`config.mk`:
```
export PLATFORM = sky130hd
export DESIGN_NAME = bbms_seq
export DESIGN_NICKNAME = d
export VERILOG_FILES = /design/src/hdl/bbms_pkg.sv /design/src/hdl/bbms_seq.sv
export SDC_FILE = /design/constraint.sdc
export NUM_CORES = 1
export LEC_CHECK = 0
export BUFFER_PORTS_ARGS = -buffer_cell sky130_fd_sc_hd__buf_2
export CAP_MARGIN = 20
export CORE_ASPECT_RATIO = 0.5
export CORE_MARGIN = 1
export CORE_UTILIZATION = 45
export CTS_CLUSTER_DIAMETER = 150
export CTS_CLUSTER_SIZE = 14
export DETAILED_ROUTE_END_ITERATION = 12
export PLACE_DENSITY_LB_ADDON = 0.15
export SLEW_MARGIN = 25
export SYNTH_ARGS = -nofsm -noshare
export SYNTH_HDL_FRONTEND = slang
export SYNTH_SLANG_ARGS = --single-unit
export TNS_END_PERCENT = 50
```
`constraint.sdc`:
```
create_clock -name sys_clk_in -period 6.1 [get_ports sys_clk_in]
set_clock_uncertainty 0.1 [all_clocks]
set_input_delay 1.83 -clock sys_clk_in [delete_from_list [all_inputs] [get_ports sys_clk_in]]
set_output_delay 1.83 -clock sys_clk_in [all_outputs]
set_load 0.005 [all_outputs]
```
`src/hdl/bbms_pkg.sv`:
```
// Constants, types and encodings for the buck-boost mode sequencer
// Behaviour
// - Regulator runs only while the enable input is high.
// - Enable low enters power-down; no active output discharge.
// - Bleed bit set with converter-on clear stops switching and connects bleed resistor.
// - After undervoltage clear and enable, initialise and load trim before soft-start.
// - Soft-start ramps the output target at the programmed rate to the setting.
// - Peak current limit enters hiccup, shutdown or current limiting per selection.
// - Hiccup holds shutdown for 100 ms, then restarts.
// - Over-temperature stops all switching.
// - After cooling by the margin, repeat soft-start then regulate at the setting.
// - With input near output, alternate buck and boost as regulation needs.
// - Buck PWM: output switch closed, boost low open, buck pair synchronous.
// - Boost PWM: buck high closed, buck low open, boost pair synchronous.
// - Buck PFM: output switch closed, boost low open, buck pair discontinuous.
// - Boost PFM pulse: high and boost low until threshold, then low and output.
// - PFM pulses repeat to upper threshold, then stop until lower threshold.
// - Serial clock and data inputs suppress pulses narrower than 50 ns.
// - Each fault sets its own flag bit; reading the flag register clears it.
package bbms_pkg;
    localparam int unsigned CLK_MHZ         = 100;
    localparam int unsigned HICCUP_MS       = 100;
    localparam int unsigned HICCUP_CYCLES   = HICCUP_MS * 1000 * CLK_MHZ;
    localparam int unsigned GLITCH_NS       = 50;
    localparam int unsigned GLITCH_CYCLES   = (GLITCH_NS * CLK_MHZ + 999) / 1000;
    localparam int unsigned DEADTIME_CYCLES = 2;
    localparam int unsigned INIT_CYCLES     = 16;
    localparam int unsigned TARGET_W        = 8;

    // Overload response selections
    localparam logic [1:0] OVL_HICCUP   = 2'h0;
    localparam logic [1:0] OVL_SHUTDOWN = 2'h1;
    localparam logic [1:0] OVL_LIMIT    = 2'h2;

    // Fault flag bit positions
    localparam int unsigned FLG_OC    = 0;
    localparam int unsigned FLG_OT    = 1;
    localparam int unsigned FLG_OVR   = 2;
    localparam int unsigned FLG_UNDER = 3;
    localparam int unsigned FLG_W     = 4;

    // Sequencer states, Gray coded along the start-up path
    typedef enum logic [3:0] {
        BBMS_OFF     = 4'h0,
        BBMS_INIT    = 4'h1,
        BBMS_TRIM    = 4'h3,
        BBMS_SOFT    = 4'h2,
        BBMS_RUN     = 4'h6,
        BBMS_HICCUP  = 4'h7,
        BBMS_LATCHED = 4'h5,
        BBMS_HOT     = 4'h4,
        BBMS_BLEED   = 4'hC
    } bbms_state_e;

    // Switch gate drive: a buck high, b buck low, c boost low, d boost output
    typedef struct packed {
        logic a;
        logic b;
        logic c;
        logic d;
    } bbms_gate_s;

    localparam bbms_gate_s GATES_OFF = '{a: 1'b0, b: 1'b0, c: 1'b0, d: 1'b0};

    // Analog comparator inputs
    typedef struct packed {
        logic uvlo_ok;
        logic peak_ilim;
        logic pfm_ipk;
        logic izero;
        logic vout_hi;
        logic vout_lo;
        logic pwm_on;
        logic vin_above;
    } bbms_comp_s;
endpackage : bbms_pkg

```
`src/hdl/bbms_seq.sv`:
```
// Mode sequencer and gate control for the buck-boost converter
`timescale 1ns/1ns
module bbms_seq #(
    parameter int unsigned HICCUP_CYC = bbms_pkg::HICCUP_CYCLES,
    parameter int unsigned INIT_CYC   = bbms_pkg::INIT_CYCLES
) (
    input  wire logic                          sys_clk_in,
    input  wire logic                          reset_n_in,
    input  wire logic                          enable_in,
    input  wire bbms_pkg::bbms_comp_s          comp_in,
    input  wire logic                          overheat_limit_in,
    input  wire logic                          overheat_recovery_margin_in,
    input  wire logic                          conv_on_in,
    input  wire logic                          output_bleed_on_in,
    input  wire logic                          pfm_mode_in,
    input  wire logic [1:0]                    overload_response_select_in,
    input  wire logic [bbms_pkg::TARGET_W-1:0] target_in,
    input  wire logic [bbms_pkg::TARGET_W-1:0] ramp_step_in,
    input  wire logic                          trim_done_in,
    input  wire logic                          set_over_in,
    input  wire logic                          set_under_in,
    input  wire logic                          flag_read_in,
    input  wire logic                          scl_in,
    input  wire logic                          sda_in,
    output logic                               trim_load_out,
    output bbms_pkg::bbms_gate_s               gate_out,
    output logic                               bleed_out,
    output logic                               ilimit_out,
    output logic [bbms_pkg::TARGET_W-1:0]      ramp_target_out,
    output logic [bbms_pkg::FLG_W-1:0]         fault_flag_reg_out,
    output logic                               scl_clean_out,
    output logic                               sda_clean_out,
    output logic                               powered_out
);
    // Sequencer state, its next value, dwell counter and ramp value
    bbms_pkg::bbms_state_e         state_reg;
    bbms_pkg::bbms_state_e         state_next;
    logic [31:0]                   cnt_reg;
    logic [bbms_pkg::TARGET_W-1:0] tgt_reg;

    // Gate drive path
    bbms_pkg::bbms_gate_s          want;
    bbms_pkg::bbms_gate_s          gate_reg;
    logic [1:0]                    dead_reg;

    // Mode choice and PFM hysteresis
    logic                          boost_reg;
    logic                          pfm_act_reg;
    logic                          pfm_ph_reg;

    // Qualifiers: run is shared by several processes, oc_trip and ramp_done feed only the next state
    logic                          run;
    logic                          oc_trip;
    logic                          ramp_done;

    // Whole-block gating: enable low forces power-down
    assign run = enable_in && comp_in.uvlo_ok;

    // Every selection but current limiting leaves the switching states on a peak hit
    assign oc_trip = comp_in.peak_ilim &&
                     overload_response_select_in != bbms_pkg::OVL_LIMIT;

    // One more step reaches the setting; the extra bit keeps the carry
    assign ramp_done = ({1'b0, tgt_reg} + {1'b0, ramp_step_in}) >= {1'b0, target_in};

    // Glitch filter: a level must persist before it is accepted
    function automatic logic filt_next(input logic raw, input logic cur,
                                       input logic [2:0] c);
        filt_next = (c >= 3'(bbms_pkg::GLITCH_CYCLES)) ? raw : cur;
    endfunction : filt_next

    // Serial lines: index 0 clock, index 1 data
    logic [1:0]                    line_raw;
    logic [2:0]                    line_cnt_reg [2];
    logic                          line_clean_reg [2];

    assign line_raw = {sda_in, scl_in};

    // Serial line filters suppress short pulses, one per line
    for (genvar i = 0; i < 2; i++) begin : g_filt
        always_ff @(posedge sys_clk_in or negedge reset_n_in) begin
            if (!reset_n_in) begin
                line_cnt_reg[i]   <= 3'h0;
                line_clean_reg[i] <= 1'b1;
            end else begin
                line_cnt_reg[i]   <= (line_raw[i] == line_clean_reg[i]) ? 3'h0
                                     : line_cnt_reg[i] + 3'h1;
                line_clean_reg[i] <= filt_next(line_raw[i], line_clean_reg[i],
                                               line_cnt_reg[i]);
            end
        end
    end

    // Filtered lines leave straight from their flip-flops
    assign scl_clean_out = line_clean_reg[0];
    assign sda_clean_out = line_clean_reg[1];

    // Next state; enable low overrides every transition
    always_comb begin
        state_next = state_reg;
        case (state_reg)
            bbms_pkg::BBMS_OFF: begin
                state_next = bbms_pkg::BBMS_INIT;
            end
            bbms_pkg::BBMS_INIT: begin
                if (cnt_reg >= INIT_CYC) begin
                    state_next = bbms_pkg::BBMS_TRIM;
                end
            end
            bbms_pkg::BBMS_TRIM: begin
                if (trim_done_in) begin
                    state_next = bbms_pkg::BBMS_SOFT;
                end
            end
            bbms_pkg::BBMS_SOFT, bbms_pkg::BBMS_RUN: begin
                if (overheat_limit_in) begin
                    state_next = bbms_pkg::BBMS_HOT;
                end else if (oc_trip) begin
                    state_next = (overload_response_select_in == bbms_pkg::OVL_HICCUP)
                                 ? bbms_pkg::BBMS_HICCUP : bbms_pkg::BBMS_LATCHED;
                end else if (output_bleed_on_in && !conv_on_in) begin
                    state_next = bbms_pkg::BBMS_BLEED;
                end else if (state_reg == bbms_pkg::BBMS_SOFT && ramp_done) begin
                    state_next = bbms_pkg::BBMS_RUN;
                end
            end
            bbms_pkg::BBMS_HICCUP: begin
                if (cnt_reg >= HICCUP_CYC - 1) begin
                    state_next = bbms_pkg::BBMS_INIT;
                end
            end
            bbms_pkg::BBMS_HOT: begin
                if (overheat_recovery_margin_in) begin
                    state_next = bbms_pkg::BBMS_SOFT;
                end
            end
            bbms_pkg::BBMS_BLEED: begin
                if (conv_on_in) begin
                    state_next = bbms_pkg::BBMS_SOFT;
                end
            end
            bbms_pkg::BBMS_LATCHED: begin
                state_next = bbms_pkg::BBMS_LATCHED; // Left only by enable low or uvlo_ok low
            end
            default: begin
                state_next = bbms_pkg::BBMS_OFF;
            end
        endcase
        if (!run) begin
            state_next = bbms_pkg::BBMS_OFF;
        end
    end

    // State register
    always_ff @(posedge sys_clk_in or negedge reset_n_in) begin
        if (!reset_n_in) begin
            state_reg <= bbms_pkg::BBMS_OFF;
        end else begin
            state_reg <= state_next;
        end
    end

    // Dwell counter: cleared on each state change, runs in timed states
    always_ff @(posedge sys_clk_in or negedge reset_n_in) begin
        if (!reset_n_in) begin
            cnt_reg <= 32'h0000_0000;
        end else if (state_next != state_reg) begin
            cnt_reg <= 32'h0000_0000;
        end else if (state_reg == bbms_pkg::BBMS_INIT ||
                     state_reg == bbms_pkg::BBMS_HICCUP) begin
            cnt_reg <= cnt_reg + 32'h0000_0001;
        end
    end

    // Ramp value: climbs from zero in soft-start, follows the setting in run
    always_ff @(posedge sys_clk_in or negedge reset_n_in) begin
        if (!reset_n_in) begin
            tgt_reg <= '0;
        end else if (!run) begin
            tgt_reg <= '0;
        end else if (state_next == bbms_pkg::BBMS_SOFT &&
                     state_reg != bbms_pkg::BBMS_SOFT) begin
            tgt_reg <= '0;
        end else if (state_reg == bbms_pkg::BBMS_SOFT &&
                     state_next == bbms_pkg::BBMS_RUN) begin
            tgt_reg <= target_in;
        end else if (state_reg == bbms_pkg::BBMS_SOFT &&
                     state_next == bbms_pkg::BBMS_SOFT) begin
            tgt_reg <= tgt_reg + ramp_step_in;
        end else if (state_reg == bbms_pkg::BBMS_RUN &&
                     state_next == bbms_pkg::BBMS_RUN) begin
            tgt_reg <= target_in;
        end
    end

    // Buck while the input stands above the output
    always_ff @(posedge sys_clk_in or negedge reset_n_in) begin
        if (!reset_n_in) begin
            boost_reg <= 1'b0;
        end else begin
            boost_reg <= !comp_in.vin_above;
        end
    end

    // PFM hysteresis: stop at the upper level, resume at the lower
    always_ff @(posedge sys_clk_in or negedge reset_n_in) begin
        if (!reset_n_in) begin
            pfm_act_reg <= 1'b1;
        end else if (comp_in.vout_hi) begin
            pfm_act_reg <= 1'b0;
        end else if (comp_in.vout_lo) begin
            pfm_act_reg <= 1'b1;
        end
    end

    // PFM pulse phase: charge to the peak, then dump to zero current
    always_ff @(posedge sys_clk_in or negedge reset_n_in) begin
        if (!reset_n_in) begin
            pfm_ph_reg <= 1'b0;
        end else if (!pfm_ph_reg && comp_in.pfm_ipk) begin
            pfm_ph_reg <= 1'b1;
        end else if (pfm_ph_reg && comp_in.izero) begin
            pfm_ph_reg <= 1'b0;
        end
    end

    // Wanted switch pattern for the present mode
    always_comb begin
        want = bbms_pkg::GATES_OFF;
        if (state_reg == bbms_pkg::BBMS_SOFT || state_reg == bbms_pkg::BBMS_RUN) begin
            if (comp_in.peak_ilim) begin
                want = bbms_pkg::GATES_OFF;
            end else if (!pfm_mode_in) begin
                if (!boost_reg) begin
                    want = '{a: comp_in.pwm_on, b: !comp_in.pwm_on,
                             c: 1'b0, d: 1'b1};
                end else begin
                    want = '{a: 1'b1, b: 1'b0, c: comp_in.pwm_on,
                             d: !comp_in.pwm_on};
                end
            end else if (pfm_act_reg || pfm_ph_reg) begin
                if (!boost_reg) begin
                    want = '{a: !pfm_ph_reg, b: pfm_ph_reg,
                             c: 1'b0, d: 1'b1};
                end else begin
                    want = '{a: !pfm_ph_reg, b: pfm_ph_reg,
                             c: !pfm_ph_reg, d: pfm_ph_reg};
                end
            end
        end
    end

    // Some closed switch is no longer wanted
    logic                          opening;
    assign opening = (gate_reg & ~want) != bbms_pkg::GATES_OFF;

    // Break-before-make gate update
    always_ff @(posedge sys_clk_in or negedge reset_n_in) begin
        if (!reset_n_in) begin
            gate_reg <= bbms_pkg::GATES_OFF;
        end else if (opening) begin
            gate_reg <= gate_reg & want;
        end else if (dead_reg >= 2'(bbms_pkg::DEADTIME_CYCLES)) begin
            gate_reg <= want;
        end
    end

    // Dead time counter, restarted by every opening step
    always_ff @(posedge sys_clk_in or negedge reset_n_in) begin
        if (!reset_n_in) begin
            dead_reg <= 2'h0;
        end else if (opening) begin
            dead_reg <= 2'h0;
        end else if (dead_reg < 2'(bbms_pkg::DEADTIME_CYCLES)) begin
            dead_reg <= dead_reg + 2'h1;
        end
    end

    // Fault events, one bit per flag position
    logic [bbms_pkg::FLG_W-1:0]    flag_set;
    assign flag_set[bbms_pkg::FLG_OC]    = comp_in.peak_ilim && run;
    assign flag_set[bbms_pkg::FLG_OT]    = overheat_limit_in && run;
    assign flag_set[bbms_pkg::FLG_OVR]   = set_over_in;
    assign flag_set[bbms_pkg::FLG_UNDER] = set_under_in;

    // Fault flags: set wins over read clear
    always_ff @(posedge sys_clk_in or negedge reset_n_in) begin
        if (!reset_n_in) begin
            fault_flag_reg_out <= '0;
        end else begin
            fault_flag_reg_out <= (flag_read_in ? '0 : fault_flag_reg_out) | flag_set;
        end
    end

    // Bleed resistor follows the bleed state
    always_ff @(posedge sys_clk_in or negedge reset_n_in) begin
        if (!reset_n_in) begin
            bleed_out <= 1'b0;
        end else begin
            bleed_out <= (state_reg == bbms_pkg::BBMS_BLEED);
        end
    end

    // Current limiting flag
    always_ff @(posedge sys_clk_in or negedge reset_n_in) begin
        if (!reset_n_in) begin
            ilimit_out <= 1'b0;
        end else begin
            ilimit_out <= comp_in.peak_ilim &&
                          overload_response_select_in == bbms_pkg::OVL_LIMIT;
        end
    end

    // Ramp value to the error amplifier
    always_ff @(posedge sys_clk_in or negedge reset_n_in) begin
        if (!reset_n_in) begin
            ramp_target_out <= '0;
        end else begin
            ramp_target_out <= tgt_reg;
        end
    end

    // Trim load request
    always_ff @(posedge sys_clk_in or negedge reset_n_in) begin
        if (!reset_n_in) begin
            trim_load_out <= 1'b0;
        end else begin
            trim_load_out <= (state_reg == bbms_pkg::BBMS_TRIM);
        end
    end

    // Powered status
    always_ff @(posedge sys_clk_in or negedge reset_n_in) begin
        if (!reset_n_in) begin
            powered_out <= 1'b0;
        end else begin
            powered_out <= run;
        end
    end

    assign gate_out = gate_reg;
endmodule : bbms_seq

```
==> reports/results.ini, run 1 <==
[run_status]
status=finished clean

[cts]
root_buffer=clkbuf_16
cts-resized-gates=0
cts_htree_levels=3
clock_path_buffers=2
cts_buffers=9
cts_tree=done
postCtsSetupBuffers=0
path_clk_slew_ps=60
holdBufCountCts=0
clock_sinks=77
clk_latency_ps=330

[yosys]
synth_fp_nets=525
synth_flop_cell=dfrtp_1
synth-seq-area-share_pct=40.9
yosys.area.top_type=dfrtp_1
yosysUniqueCellTypes=73
synth-edff-count=0
async_flop_share_pct=100
synth_warnings=0
netlist_instances=461
synth.top_cell.area_share_pct=39.2
syn_avg_cell_area_um2=10.2
syn_area_um2=4720
ys_ff_latch=77
yosys-top-cells-area=dfrtp_1 (39%), ha_1 (6.1%), nor3_2 (5.3%), xnor2_1 (4.5%), xor2_1 (3.2%)

[power_and_ir_drop]
ir_worst_vdd_uv=114
leakagePower_nw=2.59
power_mw=1.22
pwr-share-comb_pct=12.5
p_int_mw=0.917
seqPwrFrac_pct=46.9
swShare_pct=25.1
pwr_density_cell_nw_per_um2=227
clkPwrFrac_pct=40.5
p_sw_mw=0.308

[placed_design]
place_ws_ps=505
dp.cells=642
port_buffers=61
place_congestion=0.785
place_area_um2=5090
hpwl_mm=6.73

[setup_path]
regToRegSetupSlack_ps=2040
worst_ep_required_time_ps=6190
arrival_ps=5310
start_kind=primary input
critPathMaxFanout=32
path_class=in2reg
worst_setup_path_end_kind=register

[routing]
drt_wl_total_mm=9.47
drtIter0Drc=216
drc=0
first_pass_iters=5
antenna_left=0
vias=3496
via_per_inst=5.31
wl_per_cell_um=14.4

[final_layout]
nets=583
final_cell_mix=dfrtp_1 (74), buf_2 (60), nor2_1 (34)
largest_reg_flops=32
n_antenna_cell=0
drive_gt1_share_pct=24.8
final_cell_count_no_fill=659
final_common_cell=dfrtp_1
final_util_pct=54.9
area_growth_pct=14.3
design_area_um2=5400

[floorplanning]
core_um2=9820
start_util_pct=48.1
die_w_um=147
die-area_um2=10900
die_y_um=74.4
row_count=25
ioPinCount=62

[timing]
hold_ws_ps=320
hold_viol=0
drv_slew=0
rsz0062_at_grt=no
setup_tns_ps=0
fmax_mhz=192
timing.final.crit_share_pct=85.6
tightest_slew_ps=704
slew_headroom_pct=52.6
finalSetupViolCount=0
period_minus_slack_ps=5220
worst_slack_ps=880

[global_routing]
overflow=0
antenna_found_initial=1
track_usage_pct=18.8
grt_pass1_wl_mm=16.2
grt_pass1_vias=3323
grt_max_degree=78

[worst_hold_path]
hp-class=reg2reg

[flow_run]
drv_cap=0

synthesized netlist by cell type (3+ instances only):
master and n:
dfrtp_1 74, nor2b_1 7, nor2_1 34, inv_1 31, nand2_1 24, nor3_2 25
a21o_1 5, buf_6 5, and2_1 4, nor4_1 5, nand4_1 8, nand2b_1 3
o21a_1 5, a21bo_1 5, a21oi_1 16, and3_1 8, clkbuf_1 5, a211oi_1 5
nor3b_2 5, dfstp_2 3, o2bb2ai_1 3, nor3_1 8, a21boi_0 3, o31ai_1 8
and4_1 3, nand3_1 24, o21ai_0 10, xor2_1 17, nor3b_1 4, ha_1 23
buf_4 3, a22oi_1 5, xnor2_1 24
cell families (layout without fill, tap and decap cells):
family | after synthesis | count (layout) | share of synthesized area (%)
mux | 3 | 3 | 0.689
xor+xnor | 42 | 42 | 7.95
flops | 77 | 77 | 40.9
buf+inv | 47 | 110 | 5.22
compound gates | 90 | 90 | 14.2
fa+ha+maj | 24 | 24 | 6.52
simple gates | 178 | 178 | 24.6
critical path, cell delays in order:
cell and delay [ps]:
buf_2 80, ha_1 170, inv_1 60, fa_1 400, nor2b_1 190, o31a_2 180
o21a_1 110, nor2_1 50, xnor2_1 190, ha_1 280, a21oi_1 140, o221ai_1 120
a21oi_1 190, a31oi_1 190, o21ai_1 390, xnor2_4 150, buf_4 460, nor3b_1 110
layout make-up:
type / count / area, um^2
Clock inverter: 1 / 5.00
Clock buffer: 15 / 268
Timing Repair Buffer: 63 / 347
Tap cell: 135 / 169
Multi-Input combinational cell: 337 / 2560
Fill cell: 907 / 4430
Sequential cell: 77 / 1930
Inverter: 31 / 116
power groups by stage:
stage          logic (mW)  registers, mW  clock network [mW]
6_report            0.153          0.575               0.497
5_1_grt             0.176          0.580               0.531
4_1_cts             0.153          0.575               0.511
3_5_place_dp        0.152          0.584                   0
3_3_place_gp        0.149          0.583                   0
2_1_floorplan       0.103          0.580                   0
worst paths after layout:
| path | start | end | cells past startpoint |
|---|---|---|---|
| worst max-delay path | ramp_step_in[0] | cnt_reg[11] | 18 |
| worst min-delay path | tgt_reg[7] | ramp_target_out[7] | 0 |
| worst max register to register | tgt_reg[0] | cnt_reg[11] | 17 |
| worst min register to register | tgt_reg[7] | ramp_target_out[7] | 0 |
| max in group asynchronous | reset_n_in | fault_flag_reg_out[2] | 1 |
| min in group asynchronous | reset_n_in | tgt_reg[6] | 1 |
per-layer routing:
metal | routed length, um | up-vias | GRT usage [%]
li1 | - | 1757 | -
met1 | 4900 | 1680 | 26.5
met2 | 4170 | 54 | 28.8
met3 | 330 | 5 | 4.97
met4 | 59 | 0 | 5.21
met5 | 0 | - | 0
Note: power is estimated with default switching activity, not from simulation.
==> run 2: changes to the inputs <==
--- a/config.mk
+++ b/config.mk
@@ -14,6 +14,7 @@
 export CTS_CLUSTER_SIZE = 14
 export DETAILED_ROUTE_END_ITERATION = 12
 export PLACE_DENSITY_LB_ADDON = 0.15
+export REMOVE_ABC_BUFFERS = 1
 export SLEW_MARGIN = 25
 export SYNTH_ARGS = -nofsm -noshare
 export SYNTH_HDL_FRONTEND = slang
==> run 2 against run 1 <==
  * Sequential share of layout area is 0.15 points higher
  * Clock power decreased by 3%
  * Non-clock buffer count rose by 1
  * First-iteration DRC count is 4.2% lower
==> reports/results.ini, run 2 (synthesis results as in run 1) <==
[run_status]
status=finished clean  ; unchanged

[timing]
finalSetupViolCount=0  ; unchanged
slew_headroom_pct=29.3  ; was 52.6%
timing.final.crit_share_pct=86.4  ; was 85.6%
rsz0062_at_grt=no  ; unchanged
period_minus_slack_ps=5270  ; was 5220 ps
setup_tns_ps=0  ; unchanged
hold_viol=0  ; unchanged
tightest_slew_ps=1050  ; was 704 ps
fmax_mhz=190  ; was 192 MHz
drv_slew=0  ; unchanged

[cts]
cts_buffers=9  ; unchanged
path_clk_slew_ps=60  ; about the same
holdBufCountCts=0  ; unchanged
cts_htree_levels=3  ; unchanged
postCtsSetupBuffers=0  ; unchanged
clock_path_buffers=2  ; unchanged
clk_latency_ps=330  ; about the same
cts_tree=done  ; unchanged
clock_sinks=77  ; unchanged
cts-resized-gates=0  ; unchanged
root_buffer=clkbuf_16  ; unchanged

[final_layout]
area_growth_pct=13.8  ; was 14.3%
largest_reg_flops=32  ; unchanged
drive_gt1_share_pct=25.3  ; was 24.8%
final_util_pct=54.7  ; was 54.9%
multi_input_area_um2=2550  ; was 2560 um^2
final_common_cell=dfrtp_1  ; unchanged
n_fill_cell=906  ; was 907
nets=584  ; was 583
seqCellArea_um2=1930  ; unchanged
final_cell_mix=dfrtp_1 (74), buf_2 (60), nor2_1 (34)  ; unchanged
n_antenna_cell=0  ; unchanged

[global_routing]
grt_max_degree=78  ; unchanged
antenna_found_initial=0  ; was 1
track_usage_pct=19.0  ; was 18.8%
overflow=0  ; unchanged
grt_pass1_vias=3400  ; was 3,323
grt_pass1_wl_mm=16.4  ; was 16.2 mm

[power_and_ir_drop]
power_mw=1.21  ; was 1.22 mW
pwr_density_cell_nw_per_um2=224  ; was 227 nW/um^2
ir_worst_vdd_uv=116  ; was 114 uV
leakagePower_nw=2.57  ; was 2.59 nW

[routing]
drtIter0Drc=207  ; was 216
drc=0  ; unchanged
first_pass_iters=4  ; was 5
wl_per_cell_um=14.6  ; was 14.4 um
wl_met3_um=392  ; was 330 um
vias=3501  ; was 3,496
antenna_left=0  ; unchanged
wl_met2_mm=4.21  ; was 4.17 mm
top_layer=met4  ; unchanged
via_per_inst=5.30  ; was 5.31
drt_wl_total_mm=9.62  ; was 9.47 mm
wl_met1_mm=4.94  ; was 4.90 mm

[placed_design]
place_congestion=0.884  ; was 0.785
port_buffers=61  ; unchanged
hpwl_mm=7.00  ; was 6.73 mm

[floorplanning]
row_count=25  ; unchanged
die-area_um2=10900  ; unchanged
die_y_um=74.4  ; unchanged
start_util_pct=48.1  ; unchanged
die_w_um=147  ; unchanged
ioPinCount=62  ; unchanged
core_um2=9820  ; unchanged

[setup_path]
crit_chain=buf_2 -> ha_1 -> inv_1 -> fa_1 -> nor2b_1 -> o31a_2 -> o21a_1 -> nor2_1 -> xnor2_1 -> ha_1 -> nand3_1 -> o221ai_1 -> a21oi_1 -> a31oi_1 -> o21ai_1 -> xnor2_4 -> buf_4 -> nor3b_1  ; was buf_2 -> ha_1 -> inv_1 -> fa_1 -> nor2b_1 -> o31a_2 -> o21a_1 -> nor2_1 -> xnor2_1 -> ha_1 -> a21oi_1 -> o221ai_1 -> a21oi_1 -> a31oi_1 -> o21ai_1 -> xnor2_4 -> buf_4 -> nor3b_1
arrival_ps=5340  ; was 5310 ps
crit_top_cell=ha_1
path_delay_family=compound AO/OA/AOI/OAI gates  ; unchanged
crit_path_top_delay_cell=xnor2_4  ; was buf_4
worst_setup_path_end_kind=register  ; unchanged
path_depth=18  ; unchanged
worst_ep_required_time_ps=6170  ; was 6190 ps
critPathBufInv=3  ; unchanged
max_stage_delay_ps=640  ; was 460 ps
path_class=in2reg  ; unchanged
critPathMaxFanout=17  ; was 32
start_kind=primary input  ; unchanged
reg2reg_depth=17  ; unchanged

[worst_hold_path]
hp-class=reg2reg  ; unchanged
hold_path_depth=0  ; unchanged

[flow_run]
drv_cap=0  ; unchanged

-- run 2: path summary, 6_finish.rpt --
path	startpoint	end	slack (ps)
max	ramp_step_in[0]	cnt_reg[5]	830
min	tgt_reg[6]	ramp_target_out[6]	310
max reg2reg	tgt_reg[0]	cnt_reg[5]	2030
min reg2reg	tgt_reg[6]	ramp_target_out[6]	310
max in group asynchronous	reset_n_in	line_cnt_reg[5]	4000
min in group asynchronous	reset_n_in	cnt_reg[28]	1420
-- run 2: layout make-up --
cell class                 count  share of cell area [%]
clock inverter                 6                   0.745
timing repair buffer          64                    6.22
multi-input combinational    337                    47.5
sequential                    77                    35.9
tap                          135                    3.14
inverter                      31                    2.17
clock buffer                  10                    4.26
-- run 2: where the power goes --
group	internal [mW]	leakage [nW]	total (mW)	switching, mW
logic	0.0666	1.42	0.150	0.0836
registers	0.549	1.04	0.574	0.0255
clock network	0.274	0.120	0.481	0.207
total	0.889	2.57	1.21	0.316
-- run 2: per-stage QoR --
stage	worst slack [ps]	area [um^2]	hold slack, ps	cells
floorplan	365	4590	278	445
global placement	536	5100	296	644
detailed placement	492	5100	303	644
CTS	831	5370	316	660
global route	491	5370	328	660
finish	831	5370	312	660
-- run 2: worst reg2reg max path, stage by stage (launching register included) --
cell,delay [ps]
dfrtp_1,370
ha_1,220
inv_1,70
fa_1,400
nor2b_1,150
o31a_2,160
o21a_1,110
nor2_1,50
xnor2_1,150
ha_1,300
nand3_1,90
o221ai_1,150
a21oi_1,80
a31oi_1,270
o21ai_1,220
xnor2_4,640
buf_4,320
nor3b_1,70
-- run 2: routing by layer --
layer | global-route usage [%] | up-vias
met5 | 0 | -
met4 | 5.44 | 0
met3 | 4.66 | 9
met2 | 29.1 | 68
met1 | 26.8 | 1661
li1 | - | 1763
